$ cat src/logic/ivc_regs.vh
// Address map, field positions, reset values and table geometry of the vector controller.
// Assumes inclusion by bare name from the design file; holds definitions only.
`ifndef IVC_REGS_VH
`define IVC_REGS_VH

// Register byte offsets on the AHB-Lite slave.
`define IVC_OFF_CTRL1        12'h000
`define IVC_OFF_CTRL2        12'h004
`define IVC_OFF_FLAGS0       12'h010
`define IVC_OFF_ENABLES0     12'h030
`define IVC_OFF_PRIO0        12'h050
`define IVC_OFF_CPU_LEVEL    12'h0a0
`define IVC_OFF_STATUS       12'h0a4
`define IVC_OFF_CAL          12'h0b0
`define IVC_OFF_FLASHCTL     12'h0b4
`define IVC_OFF_RESET_CAUSE  12'h0b8

// Field positions.
`define IVC_ALT_SEL_BIT      15
`define IVC_TRAP_LO_BIT      1
`define IVC_TRAP_HI_BIT      4
`define IVC_LEVEL_TOP_BIT    3

// Vector table geometry in program addresses.
`define IVC_PRIMARY_BASE     24'h000004
`define IVC_ALT_OFFSET       24'h000100
`define IVC_USER_BASE        24'h000014
`define IVC_RESET_ADDR       24'h000000
`define IVC_CODE_START       24'h000200
`define IVC_NUM_TRAPS        8
`define IVC_NUM_USER         118
`define IVC_NUM_FLAG_REGS    8

// Reset values.
`define IVC_RESET_CAUSE_POR  16'h0003
`define IVC_LEVEL_RESET      4'h0

// Entry and return latency in clock cycles, the same for every source.
`define IVC_ENTRY_CYCLES     4'h3
`define IVC_RETURN_CYCLES    4'h3

`endif

$ cat src/logic/ivc_controller.v
// Interrupt vector controller: flags, enables, priorities, selection and vector address.
// Assumes an AHB-Lite master on one 20 MHz clock and a CPU core that takes one request.
// Overview of operation
// RULE1 - All request lines merge into one CPU request plus the chosen vector.
// RULE2 - Up to eight non-maskable traps, vectors ahead of user vectors.
// RULE3 - Seven selectable user priority levels; level zero never interrupts.
// RULE4 - Primary table starts at 000004h: eight traps then 118 user vectors.
// RULE5 - Each entry is a 24-bit service routine start address.
// RULE6 - Every source owns its own distinct vector entry.
// RULE7 - At equal priority the lower vector address wins; vector 0 outranks all.
// RULE8 - Entry and return latencies are fixed, independent of the source.
// RULE9 - Alternate select bit 15 of control two redirects every vector fetch.
// RULE10 - Alternate table lies 100h above the primary, same layout.
// RULE11 - Traps 1 to 4: oscillator, address, stack, math; 0, 5, 6, 7 reserved.
// RULE12 - User vector n sits at 000014h plus 2n; code starts at 000200h.
// RULE13 - Reset bypasses the controller; execution starts at 000000h.
// RULE14 - External inputs 0 to 4 use vectors 0, 20, 29, 53, 54.
// RULE15 - Timers one to five use vectors 3, 7, 8, 27, 28.
// RULE16 - Captures use 1, 5, 37, 38, 39; compares use 2, 6, 25, 26, 41.
// RULE17 - UART one uses 11, 12, 65; UART two uses 30, 31, 66.
// RULE18 - SPI vectors 9, 10, 32, 33; I2C vectors 16, 17, 49, 50.
// RULE19 - Converter 13, comparator 18, change 19, port 45, calendar 62, checksum 67.
// RULE20 - Flag and enable share bit position; priority fields are register nibbles.
// RULE21 - Reset values ignore reset cause except a few registers.
// RULE22 - Calibration and flash control registers reset only on power-on.
// RULE23 - Software fills unused vector entries with a resetting default handler.
// RULE24 - Software mirrors primary addresses into an unused alternate table.
// RULE25 - Flags set by their source and cleared only by software writes.
// RULE26 - Each user source has a 3-bit priority field in table order; the bus reaches only sources 0 to 79, others stay at 4.
// RULE27 - CPU level is 4 bits; 0111 blocks users, traps run above 7.
// RULE28 - Request only for flagged, enabled sources above CPU level; best wins.
// RULE29 - Pending traps beat user interrupts, lowest trap number first.
`timescale 1ns/1ps
`include "ivc_regs.vh"

module ivc_controller #(
    parameter NUM_USER = `IVC_NUM_USER
) (
    // Clock, system reset and power-on reset.
    input  wire                clk,
    input  wire                nrst,
    input  wire                por_nrst,
    // AHB-Lite slave.
    input  wire                hsel,
    input  wire [11:0]         haddr,
    input  wire [1:0]          htrans,
    input  wire                hwrite,
    input  wire [2:0]          hsize,
    input  wire [31:0]         hwdata,
    input  wire                hready,
    output reg  [31:0]         hrdata,
    output wire                hreadyout,
    output wire                hresp,
    // Request lines in vector order, and trap events.
    input  wire [NUM_USER-1:0] src_req,
    input  wire [7:0]          trap_req,
    // CPU core side.
    input  wire                cpu_ack,
    input  wire                cpu_return,
    input  wire [11:0]         vector_word_in,
    output reg                 irq,
    output reg  [6:0]          irq_vector,
    output reg                 irq_is_trap,
    output reg  [23:0]         vector_fetch_addr,
    output reg                 entry_done,
    output reg                 return_done
);

    // Flag and enable words, and priority words, on the bus.
    localparam [11:0] NREG  = `IVC_NUM_FLAG_REGS;
    localparam [11:0] NPRIO = 12'd20;

    // Sequencer states.
    localparam ST_IDLE   = 2'd0;
    localparam ST_ENTRY  = 2'd1;
    localparam ST_ACTIVE = 2'd2;
    localparam ST_RETURN = 2'd3;

    reg  [NUM_USER-1:0] flags_reg;
    reg  [NUM_USER-1:0] enables_reg;
    reg  [2:0]          prio_reg [0:NUM_USER-1];
    reg  [7:0]          trap_flags_reg;
    reg                 alt_sel_reg;
    reg  [3:0]          level_reg;
    reg  [15:0]         cal_reg;
    reg  [15:0]         flashctl_reg;
    reg  [15:0]         reset_cause_reg;
    reg  [1:0]          state_reg;
    reg  [3:0]          cnt_reg;
    reg  [3:0]          saved_level_reg;
    reg                 wr_pend_reg;
    reg  [11:0]         wr_addr_reg;
    reg                 rd_pend_reg;
    reg  [11:0]         rd_addr_reg;

    // Selects which of the 16-bit words of a long register an offset names.
    function [4:0] word_index;
        input [11:0] off;
        input [11:0] base;
        reg   [11:0] d;
        begin
            d = off - base;
            word_index = d[6:2];
        end
    endfunction

    // True when an offset lies in a block of words from base.
    function in_range;
        input [11:0] off;
        input [11:0] base;
        input [11:0] words;
        begin
            in_range = (off >= base) && (off < base + {words[9:0], 2'b00});
        end
    endfunction

    // A transfer is taken at its address phase edge.
    wire addr_ok = hsel && hready && htrans[1];

    // The slave never stalls and never errs.
    assign hreadyout = 1'b1;
    assign hresp     = 1'b0;

    always @(posedge clk or negedge nrst) begin
        if (!nrst) begin
            wr_pend_reg <= 1'b0;
            rd_pend_reg <= 1'b0;
            wr_addr_reg <= 12'h000;
            rd_addr_reg <= 12'h000;
        end else begin
            wr_pend_reg <= addr_ok && hwrite;
            rd_pend_reg <= addr_ok && !hwrite;
            wr_addr_reg <= haddr;
            rd_addr_reg <= haddr;
        end
    end

    // Selection: traps first, then highest priority above CPU level, lowest vector on tie.
    reg       sel_valid;
    reg       sel_trap;
    reg [6:0] sel_vec;
    reg [2:0] best_prio;
    integer   i;
    always @* begin
        sel_valid = 1'b0;
        sel_trap  = 1'b0;
        sel_vec   = 7'd0;
        best_prio = 3'd0;
        // Descending scan leaves the lowest trap number.
        for (i = 7; i >= 0; i = i - 1) begin
            if (trap_flags_reg[i]) begin                        // [RULE29] [RULE2]
                sel_valid = 1'b1;
                sel_trap  = 1'b1;
                sel_vec   = i[6:0];
            end
        end
        if (!sel_valid && !level_reg[`IVC_LEVEL_TOP_BIT]) begin // [RULE27]
            for (i = NUM_USER - 1; i >= 0; i = i - 1) begin
                // Descending loop with >= keeps the lowest vector on a tie.
                if (flags_reg[i] && enables_reg[i] && prio_reg[i] != 3'd0 // [RULE3]
                    && {1'b0, prio_reg[i]} > level_reg             // [RULE28]
                    && prio_reg[i] >= best_prio) begin             // [RULE7]
                    sel_valid = 1'b1;
                    sel_vec   = i[6:0];                            // [RULE6] [RULE19]
                    best_prio = prio_reg[i];
                end
            end
        end
    end

    // Program address of the selected entry; user vector n at base plus 2n.
    wire [23:0] tbl_base = alt_sel_reg ? `IVC_PRIMARY_BASE + `IVC_ALT_OFFSET  // [RULE9] [RULE10]
                                       : `IVC_PRIMARY_BASE;                  // [RULE4]
    wire [23:0] fetch_addr = sel_trap
        ? tbl_base + {16'h0000, sel_vec, 1'b0}                                // [RULE11]
        : tbl_base + (`IVC_USER_BASE - `IVC_PRIMARY_BASE)
          + {16'h0000, sel_vec, 1'b0};                                        // [RULE12]

    // Interrupt sequencer with fixed entry and return latency.
    always @(posedge clk or negedge nrst) begin
        if (!nrst) begin
            state_reg         <= ST_IDLE;
            cnt_reg           <= 4'h0;
            irq               <= 1'b0;
            irq_vector        <= 7'd0;
            irq_is_trap       <= 1'b0;
            vector_fetch_addr <= `IVC_RESET_ADDR;                  // [RULE13]
            entry_done        <= 1'b0;
            return_done       <= 1'b0;
            saved_level_reg   <= `IVC_LEVEL_RESET;
        end else begin
            entry_done  <= 1'b0;
            return_done <= 1'b0;
            case (state_reg)
                ST_IDLE: begin
                    irq <= sel_valid;                              // [RULE1]
                    if (sel_valid) begin
                        irq_vector        <= sel_vec;
                        irq_is_trap       <= sel_trap;
                        vector_fetch_addr <= fetch_addr;
                    end
                    if (irq && cpu_ack) begin
                        irq       <= 1'b0;
                        state_reg <= ST_ENTRY;
                        cnt_reg   <= `IVC_ENTRY_CYCLES;
                    end
                end
                // Same count for every source keeps entry fixed.
                ST_ENTRY: begin
                    cnt_reg <= cnt_reg - 4'h1;
                    if (cnt_reg == 4'h1) begin                     // [RULE8]
                        entry_done <= 1'b1;
                        state_reg  <= ST_ACTIVE;
                    end
                end
                ST_ACTIVE: begin
                    if (cpu_return) begin
                        state_reg <= ST_RETURN;
                        cnt_reg   <= `IVC_RETURN_CYCLES;
                    end
                end
                // Same count for every source keeps return fixed.
                ST_RETURN: begin
                    cnt_reg <= cnt_reg - 4'h1;
                    if (cnt_reg == 4'h1) begin                     // [RULE8]
                        return_done <= 1'b1;
                        state_reg   <= ST_IDLE;
                    end
                end
                default: state_reg <= ST_IDLE;
            endcase
            // Level to restore when the routine returns.
            if (state_reg == ST_IDLE && irq && cpu_ack)
                saved_level_reg <= level_reg;
        end
    end

    // Flags: hardware set wins over a software clear in the same cycle.
    wire [4:0] wr_word = word_index(wr_addr_reg, `IVC_OFF_FLAGS0);
    wire [4:0] en_word = word_index(wr_addr_reg, `IVC_OFF_ENABLES0);
    wire [4:0] pr_word = word_index(wr_addr_reg, `IVC_OFF_PRIO0);
    wire wr_flags = wr_pend_reg && in_range(wr_addr_reg, `IVC_OFF_FLAGS0, NREG);
    wire wr_en    = wr_pend_reg && in_range(wr_addr_reg, `IVC_OFF_ENABLES0, NREG);
    wire wr_prio  = wr_pend_reg && in_range(wr_addr_reg, `IVC_OFF_PRIO0, NPRIO);

    // One slice per user source; index is the vector number.
    genvar g;
    generate
        for (g = 0; g < NUM_USER; g = g + 1) begin : gen_src
            always @(posedge clk or negedge nrst) begin
                if (!nrst) begin
                    flags_reg[g]   <= 1'b0;
                    enables_reg[g] <= 1'b0;
                    prio_reg[g]    <= 3'd4;
                end else begin
                    // Flag and enable share bit position g%16 of word g/16.
                    if (src_req[g])                                // [RULE25] [RULE14] [RULE15]
                        flags_reg[g] <= 1'b1;                      // [RULE16] [RULE17] [RULE18]
                    else if (wr_flags && wr_word == g / 16)
                        flags_reg[g] <= hwdata[g % 16];            // [RULE20]
                    if (wr_en && en_word == g / 16)
                        enables_reg[g] <= hwdata[g % 16];
                    if (wr_prio && pr_word == g / 4)
                        prio_reg[g] <= hwdata[(g % 4) * 4 +: 3];   // [RULE26]
                end
            end
        end
    endgenerate

    // Control, level and trap status registers.
    always @(posedge clk or negedge nrst) begin
        if (!nrst) begin
            alt_sel_reg    <= 1'b0;
            level_reg      <= `IVC_LEVEL_RESET;                   // [RULE21]
            trap_flags_reg <= 8'h00;
        end else begin
            if (wr_pend_reg && wr_addr_reg == `IVC_OFF_CTRL2)
                alt_sel_reg <= hwdata[`IVC_ALT_SEL_BIT];
            // Level follows the source in service.
            if (state_reg == ST_ENTRY && cnt_reg == 4'h1)
                level_reg <= irq_is_trap ? 4'h8 : {1'b0, prio_reg[irq_vector]};
            else if (state_reg == ST_RETURN && cnt_reg == 4'h1)
                level_reg <= saved_level_reg;
            else if (wr_pend_reg && wr_addr_reg == `IVC_OFF_CPU_LEVEL)
                level_reg <= {level_reg[3], hwdata[2:0]};
            // Trap set wins over software clear; only implemented traps latch.
            if (wr_pend_reg && wr_addr_reg == `IVC_OFF_CTRL1)
                trap_flags_reg <= hwdata[7:0] | trap_req;
            else
                trap_flags_reg <= trap_flags_reg | trap_req;
            trap_flags_reg[0] <= 1'b0;                              // [RULE11]
            trap_flags_reg[7:5] <= 3'b000;
        end
    end

    // Registers touched only by power-on reset.
    always @(posedge clk or negedge por_nrst) begin
        if (!por_nrst) begin
            cal_reg         <= 16'h0000;                         // [RULE22]
            flashctl_reg    <= 16'h0000;
            reset_cause_reg <= `IVC_RESET_CAUSE_POR;
        end else if (wr_pend_reg) begin
            if (wr_addr_reg == `IVC_OFF_CAL)
                cal_reg <= hwdata[15:0];
            if (wr_addr_reg == `IVC_OFF_FLASHCTL)
                flashctl_reg <= hwdata[15:0];
            if (wr_addr_reg == `IVC_OFF_RESET_CAUSE)
                reset_cause_reg <= hwdata[15:0];
        end
    end

    // Read data path.
    reg [31:0] rd_val;
    reg [4:0]  rw;
    integer    k;
    always @* begin
        rd_val = 32'h0000_0000;
        rw     = 5'h00;
        if (in_range(rd_addr_reg, `IVC_OFF_FLAGS0, NREG)) begin
            rw = word_index(rd_addr_reg, `IVC_OFF_FLAGS0);
            for (k = 0; k < 16; k = k + 1)
                if (rw * 16 + k < NUM_USER)
                    rd_val[k] = flags_reg[rw * 16 + k];
        end else if (in_range(rd_addr_reg, `IVC_OFF_ENABLES0, NREG)) begin
            rw = word_index(rd_addr_reg, `IVC_OFF_ENABLES0);
            for (k = 0; k < 16; k = k + 1)
                if (rw * 16 + k < NUM_USER)
                    rd_val[k] = enables_reg[rw * 16 + k];
        end else if (in_range(rd_addr_reg, `IVC_OFF_PRIO0, NPRIO)) begin
            for (k = 0; k < 4; k = k + 1)
                if (((rd_addr_reg - `IVC_OFF_PRIO0) >> 2) * 4 + k < NUM_USER)
                    rd_val[k * 4 +: 3] =
                        prio_reg[((rd_addr_reg - `IVC_OFF_PRIO0) >> 2) * 4 + k];
        end else begin
            case (rd_addr_reg)
                `IVC_OFF_CTRL1:       rd_val = {24'h0, trap_flags_reg};
                `IVC_OFF_CTRL2:       rd_val = {16'h0, alt_sel_reg, 15'h0};
                `IVC_OFF_CPU_LEVEL:   rd_val = {28'h0, level_reg};
                `IVC_OFF_STATUS:      rd_val = {8'h0, vector_fetch_addr};  // [RULE5]
                `IVC_OFF_CAL:         rd_val = {16'h0, cal_reg};
                `IVC_OFF_FLASHCTL:    rd_val = {16'h0, flashctl_reg};
                `IVC_OFF_RESET_CAUSE: rd_val = {16'h0, reset_cause_reg};
                default:              rd_val = 32'h0000_0000;
            endcase
        end
    end

    // Read data stand only in the read data phase.
    always @* begin
        hrdata = rd_pend_reg ? rd_val : 32'h0000_0000;
    end

endmodule

$ cat config.mk
export PLATFORM = sky130hd
export DESIGN_NAME = ivc_controller
export DESIGN_NICKNAME = d
export VERILOG_FILES = /design/src/logic/ivc_controller.v
export VERILOG_INCLUDE_DIRS = /design/src /design/src/logic
export SDC_FILE = /design/constraint.sdc
export NUM_CORES = 2
export LEC_CHECK = 0
export CAP_MARGIN = 20
export CORE_AREA = 2 2 301 601
export CTS_BUF_LIST = sky130_fd_sc_hd__clkbuf_8 sky130_fd_sc_hd__clkbuf_16
export DETAILED_ROUTE_END_ITERATION = 8
export DIE_AREA = 0 0 303 603
export DONT_BUFFER_PORTS = 1
export PLACE_DENSITY = 0.58
export SYNTH_ARGS = -nofsm -noshare
export SYNTH_HDL_FRONTEND = slang
export SYNTH_SLANG_ARGS = --single-unit
$ cat constraint.sdc
create_clock -name clk -period 201 [get_ports clk]
set_clock_uncertainty 0.1 [all_clocks]
set_input_delay 20.1 -clock clk [delete_from_list [all_inputs] [get_ports clk]]
set_output_delay 20.1 -clock clk [all_outputs]
set_load 0.1 [all_outputs]
==> impl_metrics.json <==
{
  "place_inst": 8854,
  "port_buffers": 0,
  "rsz0062_at_grt": "no",
  "yosysSeqAreaShare": 0.281,
  "reg2reg_to": "vector_fetch_addr[8]$_DFFE_PN0P_",
  "die_area_um2": 183000,
  "final_util": 0.378,
  "hold_buffers": 0,
  "syn-cell-area_um2": 62000,
  "drtIter0Drc": 6251,
  "synth_edf_count": 0,
  "crit_slowest_cell": "a311oi_1",
  "cts_tree": "built",
  "largest_reg_flops": 354,
  "power_uw": 728,
  "hold_viol_final": 0,
  "cp_common_cell": "ha_1",
  "viasPerCell": 6.58,
  "gp_congestion": 1.05,
  "p_per_area_nw_per_um2": 10.8,
  "grt_first_pass_wirelength_um": 435000,
  "drcViolationCount": 56,
  "max_freq_mhz": 5.28,
  "fillers": 17800,
  "grt_pass1_vias": 58100,
  "seqCellArea_um2": 17400,
  "post_cts_buffers": 0,
  "worstMarginPinSlew_ns": 1.29,
  "crit_path_max_incr_delay_ns": 0.85,
  "slew_headroom": 0.137,
  "nNetsFinal": 7330,
  "syn_area_per_cell_um2": 9.18,
  "hold_depth": 2,
  "worst_r2r_startpoint": "level_reg[1]$_DFFE_PN0P_",
  "endpoint_kind": "register",
  "ff2ff_path_depth": 826,
  "clockBufferDepth": 3,
  "fin_cells": 9034,
  "cts_buffers": 76,
  "wl_per_cell_um": 34.6,
  "initial_core_util": 0.349,
  "violations": "DRC",
  "setup-violations-final": 0,
  "drv_slew": 0,
  "route.final.wire_length_um": 313000,
  "post_cts_resized": 0,
  "die_y_um": 603,
  "ys_types": 152,
  "root_buffer": "clkbuf_16",
  "path_class": "reg -> reg",
  "grt.total_usage": 0.337,
  "worstSetupStartpointType": "register",
  "multi_input_area_um2": 41700,
  "cap_violations": 0,
  "core_um2": 178000,
  "ioPinCount": 264,
  "drt-pass1-iter-count": 9,
  "place_worst_setup_slack_ns": 14.55,
  "p_leak_uw": 0.0284,
  "status": "complete, but fails checks",
  "hold_start": "saved_level_reg[1]$_DFFE_PN0P_",
  "setup_ws_ns": 11.54,
  "setup_tns_ns": 0,
  "cts.clk_slew.worst_paths_ns": 0.07,
  "final_common_cell": "nand2_1",
  "gr-total-overflow": 0,
  "synth_seq_cells": 690,
  "route.vias.total": 59400,
  "crit_fanout": 25,
  "die_x_um": 303,
  "row_count": 219,
  "grt_max_degree": 643,
  "syn_to_final_growth_pct": 8.44,
  "finalCritPeriodShare": 0.943,
  "ys_async_sr_fraction": 1.00,
  "layout_common_cells": "nand2_1, dfrtp_1, ha_1, mux2_2, inv_1",
  "hp-class": "reg -> reg",
  "htree_levels": 3,
  "dp_hpwl_um": 229000,
  "worstPathArrival_ns": 189.93,
  "clock_sinks": 690,
  "post-route-min-period_ns": 189.46,
  "syn_inst": 6755,
  "clock_latency_ns": 0.73,
  "rrSetupSlack_ns": 11.54,
  "required_ns": 201.46,
  "vdd_ir_drop_max_mv": 0.00615,
  "detail-route-antenna-nets": 0,
  "whs_endpoint": "saved_level_reg[1]$_DFFE_PN0P_",
  "synth_ff_type": "dfrtp_1",
  "ys.warnings.count": 0,
  "drive_gt1_frac": 0.175,
  "antenna_found_initial": 56
}
how the worst max path moves through the flow:
stage | start | slack [ns] | to
6_report | level_reg[1]$_DFFE_PN0P_ | 11.54 | vector_fetch_addr[8]$_DFFE_PN0P_
5_1_grt | level_reg[1]$_DFFE_PN0P_ | 1.04 | vector_fetch_addr[8]$_DFFE_PN0P_
4_1_cts | level_reg[1]$_DFFE_PN0P_ | 13.73 | vector_fetch_addr[8]$_DFFE_PN0P_
3_5_place_dp | level_reg[1]$_DFFE_PN0P_ | 14.55 | vector_fetch_addr[8]$_DFFE_PN0P_
3_3_place_gp | level_reg[1]$_DFFE_PN0P_ | 16.45 | vector_fetch_addr[8]$_DFFE_PN0P_
2_1_floorplan | level_reg[2]$_DFFE_PN0P_ | 40.17 | vector_fetch_addr[6]$_DFFE_PN0P_
through the flow:
step | hold WS (ns) | cell area, µm²
floorplan | 0.350 | 62100
global placement | 0.367 | 64400
detailed placement | 0.374 | 64400
CTS | 0.387 | 67000
global route | 0.408 | 67200
finish | 0.391 | 67200
critical path, delay by kind of cell (launching register included):
kind            cells  cell delay (ns)
fa+ha+maj         222            66.36
xor+xnor            1             0.15
buf+inv            25             2.76
compound gates    314            72.54
mux                39            14.79
simple gates      292            46.06
flops               1             0.49
logic make-up (layout without fill, tap and decap cells):
group | after synthesis | in the layout | synth area share
mux | 771 | 771 | 0.176
fa+ha+maj | 620 | 620 | 0.121
other cells | 2 | 62 | 0.000121
flops | 690 | 690 | 0.281
simple gates | 2081 | 2081 | 0.168
compound gates | 1823 | 1823 | 0.203
xor+xnor | 8 | 8 | 0.00113
buf+inv | 760 | 659 | 0.0496
cell usage after synthesis, types with 113 or more instances:
cell type	number	area share
dfstp_2	120	0.051
inv_1	399	0.024
and2_1	113	0.011
nand2_1	680	0.041
nor3_1	177	0.014
o21ai_0	370	0.030
a21o_1	151	0.018
mux2_2	427	0.078
mux4_2	213	0.077
nor2_1	361	0.022
nor2b_1	166	0.017
a211o_1	139	0.020
dfrtp_1	570	0.23
nand2b_1	117	0.012
clkbuf_1	230	0.014
ha_1	511	0.10
mux2i_1	125	0.020
nand3_1	125	0.010
a21oi_1	381	0.031
layer usage:
metal	part of all wire	track usage
met1	0.30	0.324
met5	0.00043	0
met3	0.096	0.103
met4	0.14	0.359
met2	0.46	0.549
area by class of cell:
class,instances,share of cell area
Tap cell,2320,0.0432
Timing Repair Buffer,117,0.0147
Clock buffer,91,0.0315
Sequential cell,690,0.260
Antenna cell,29,0.00108
Clock inverter,48,0.00711
Inverter,403,0.0227
Multi-Input combinational cell,5336,0.620
power breakdown:
| part | switching [µW] | internal [µW] |
|---|---|---|
| registers | 12.2 | 143 |
| logic | 256 | 164 |
| clock network | 69.0 | 84.6 |
Note: power is estimated with default switching activity, not from simulation.
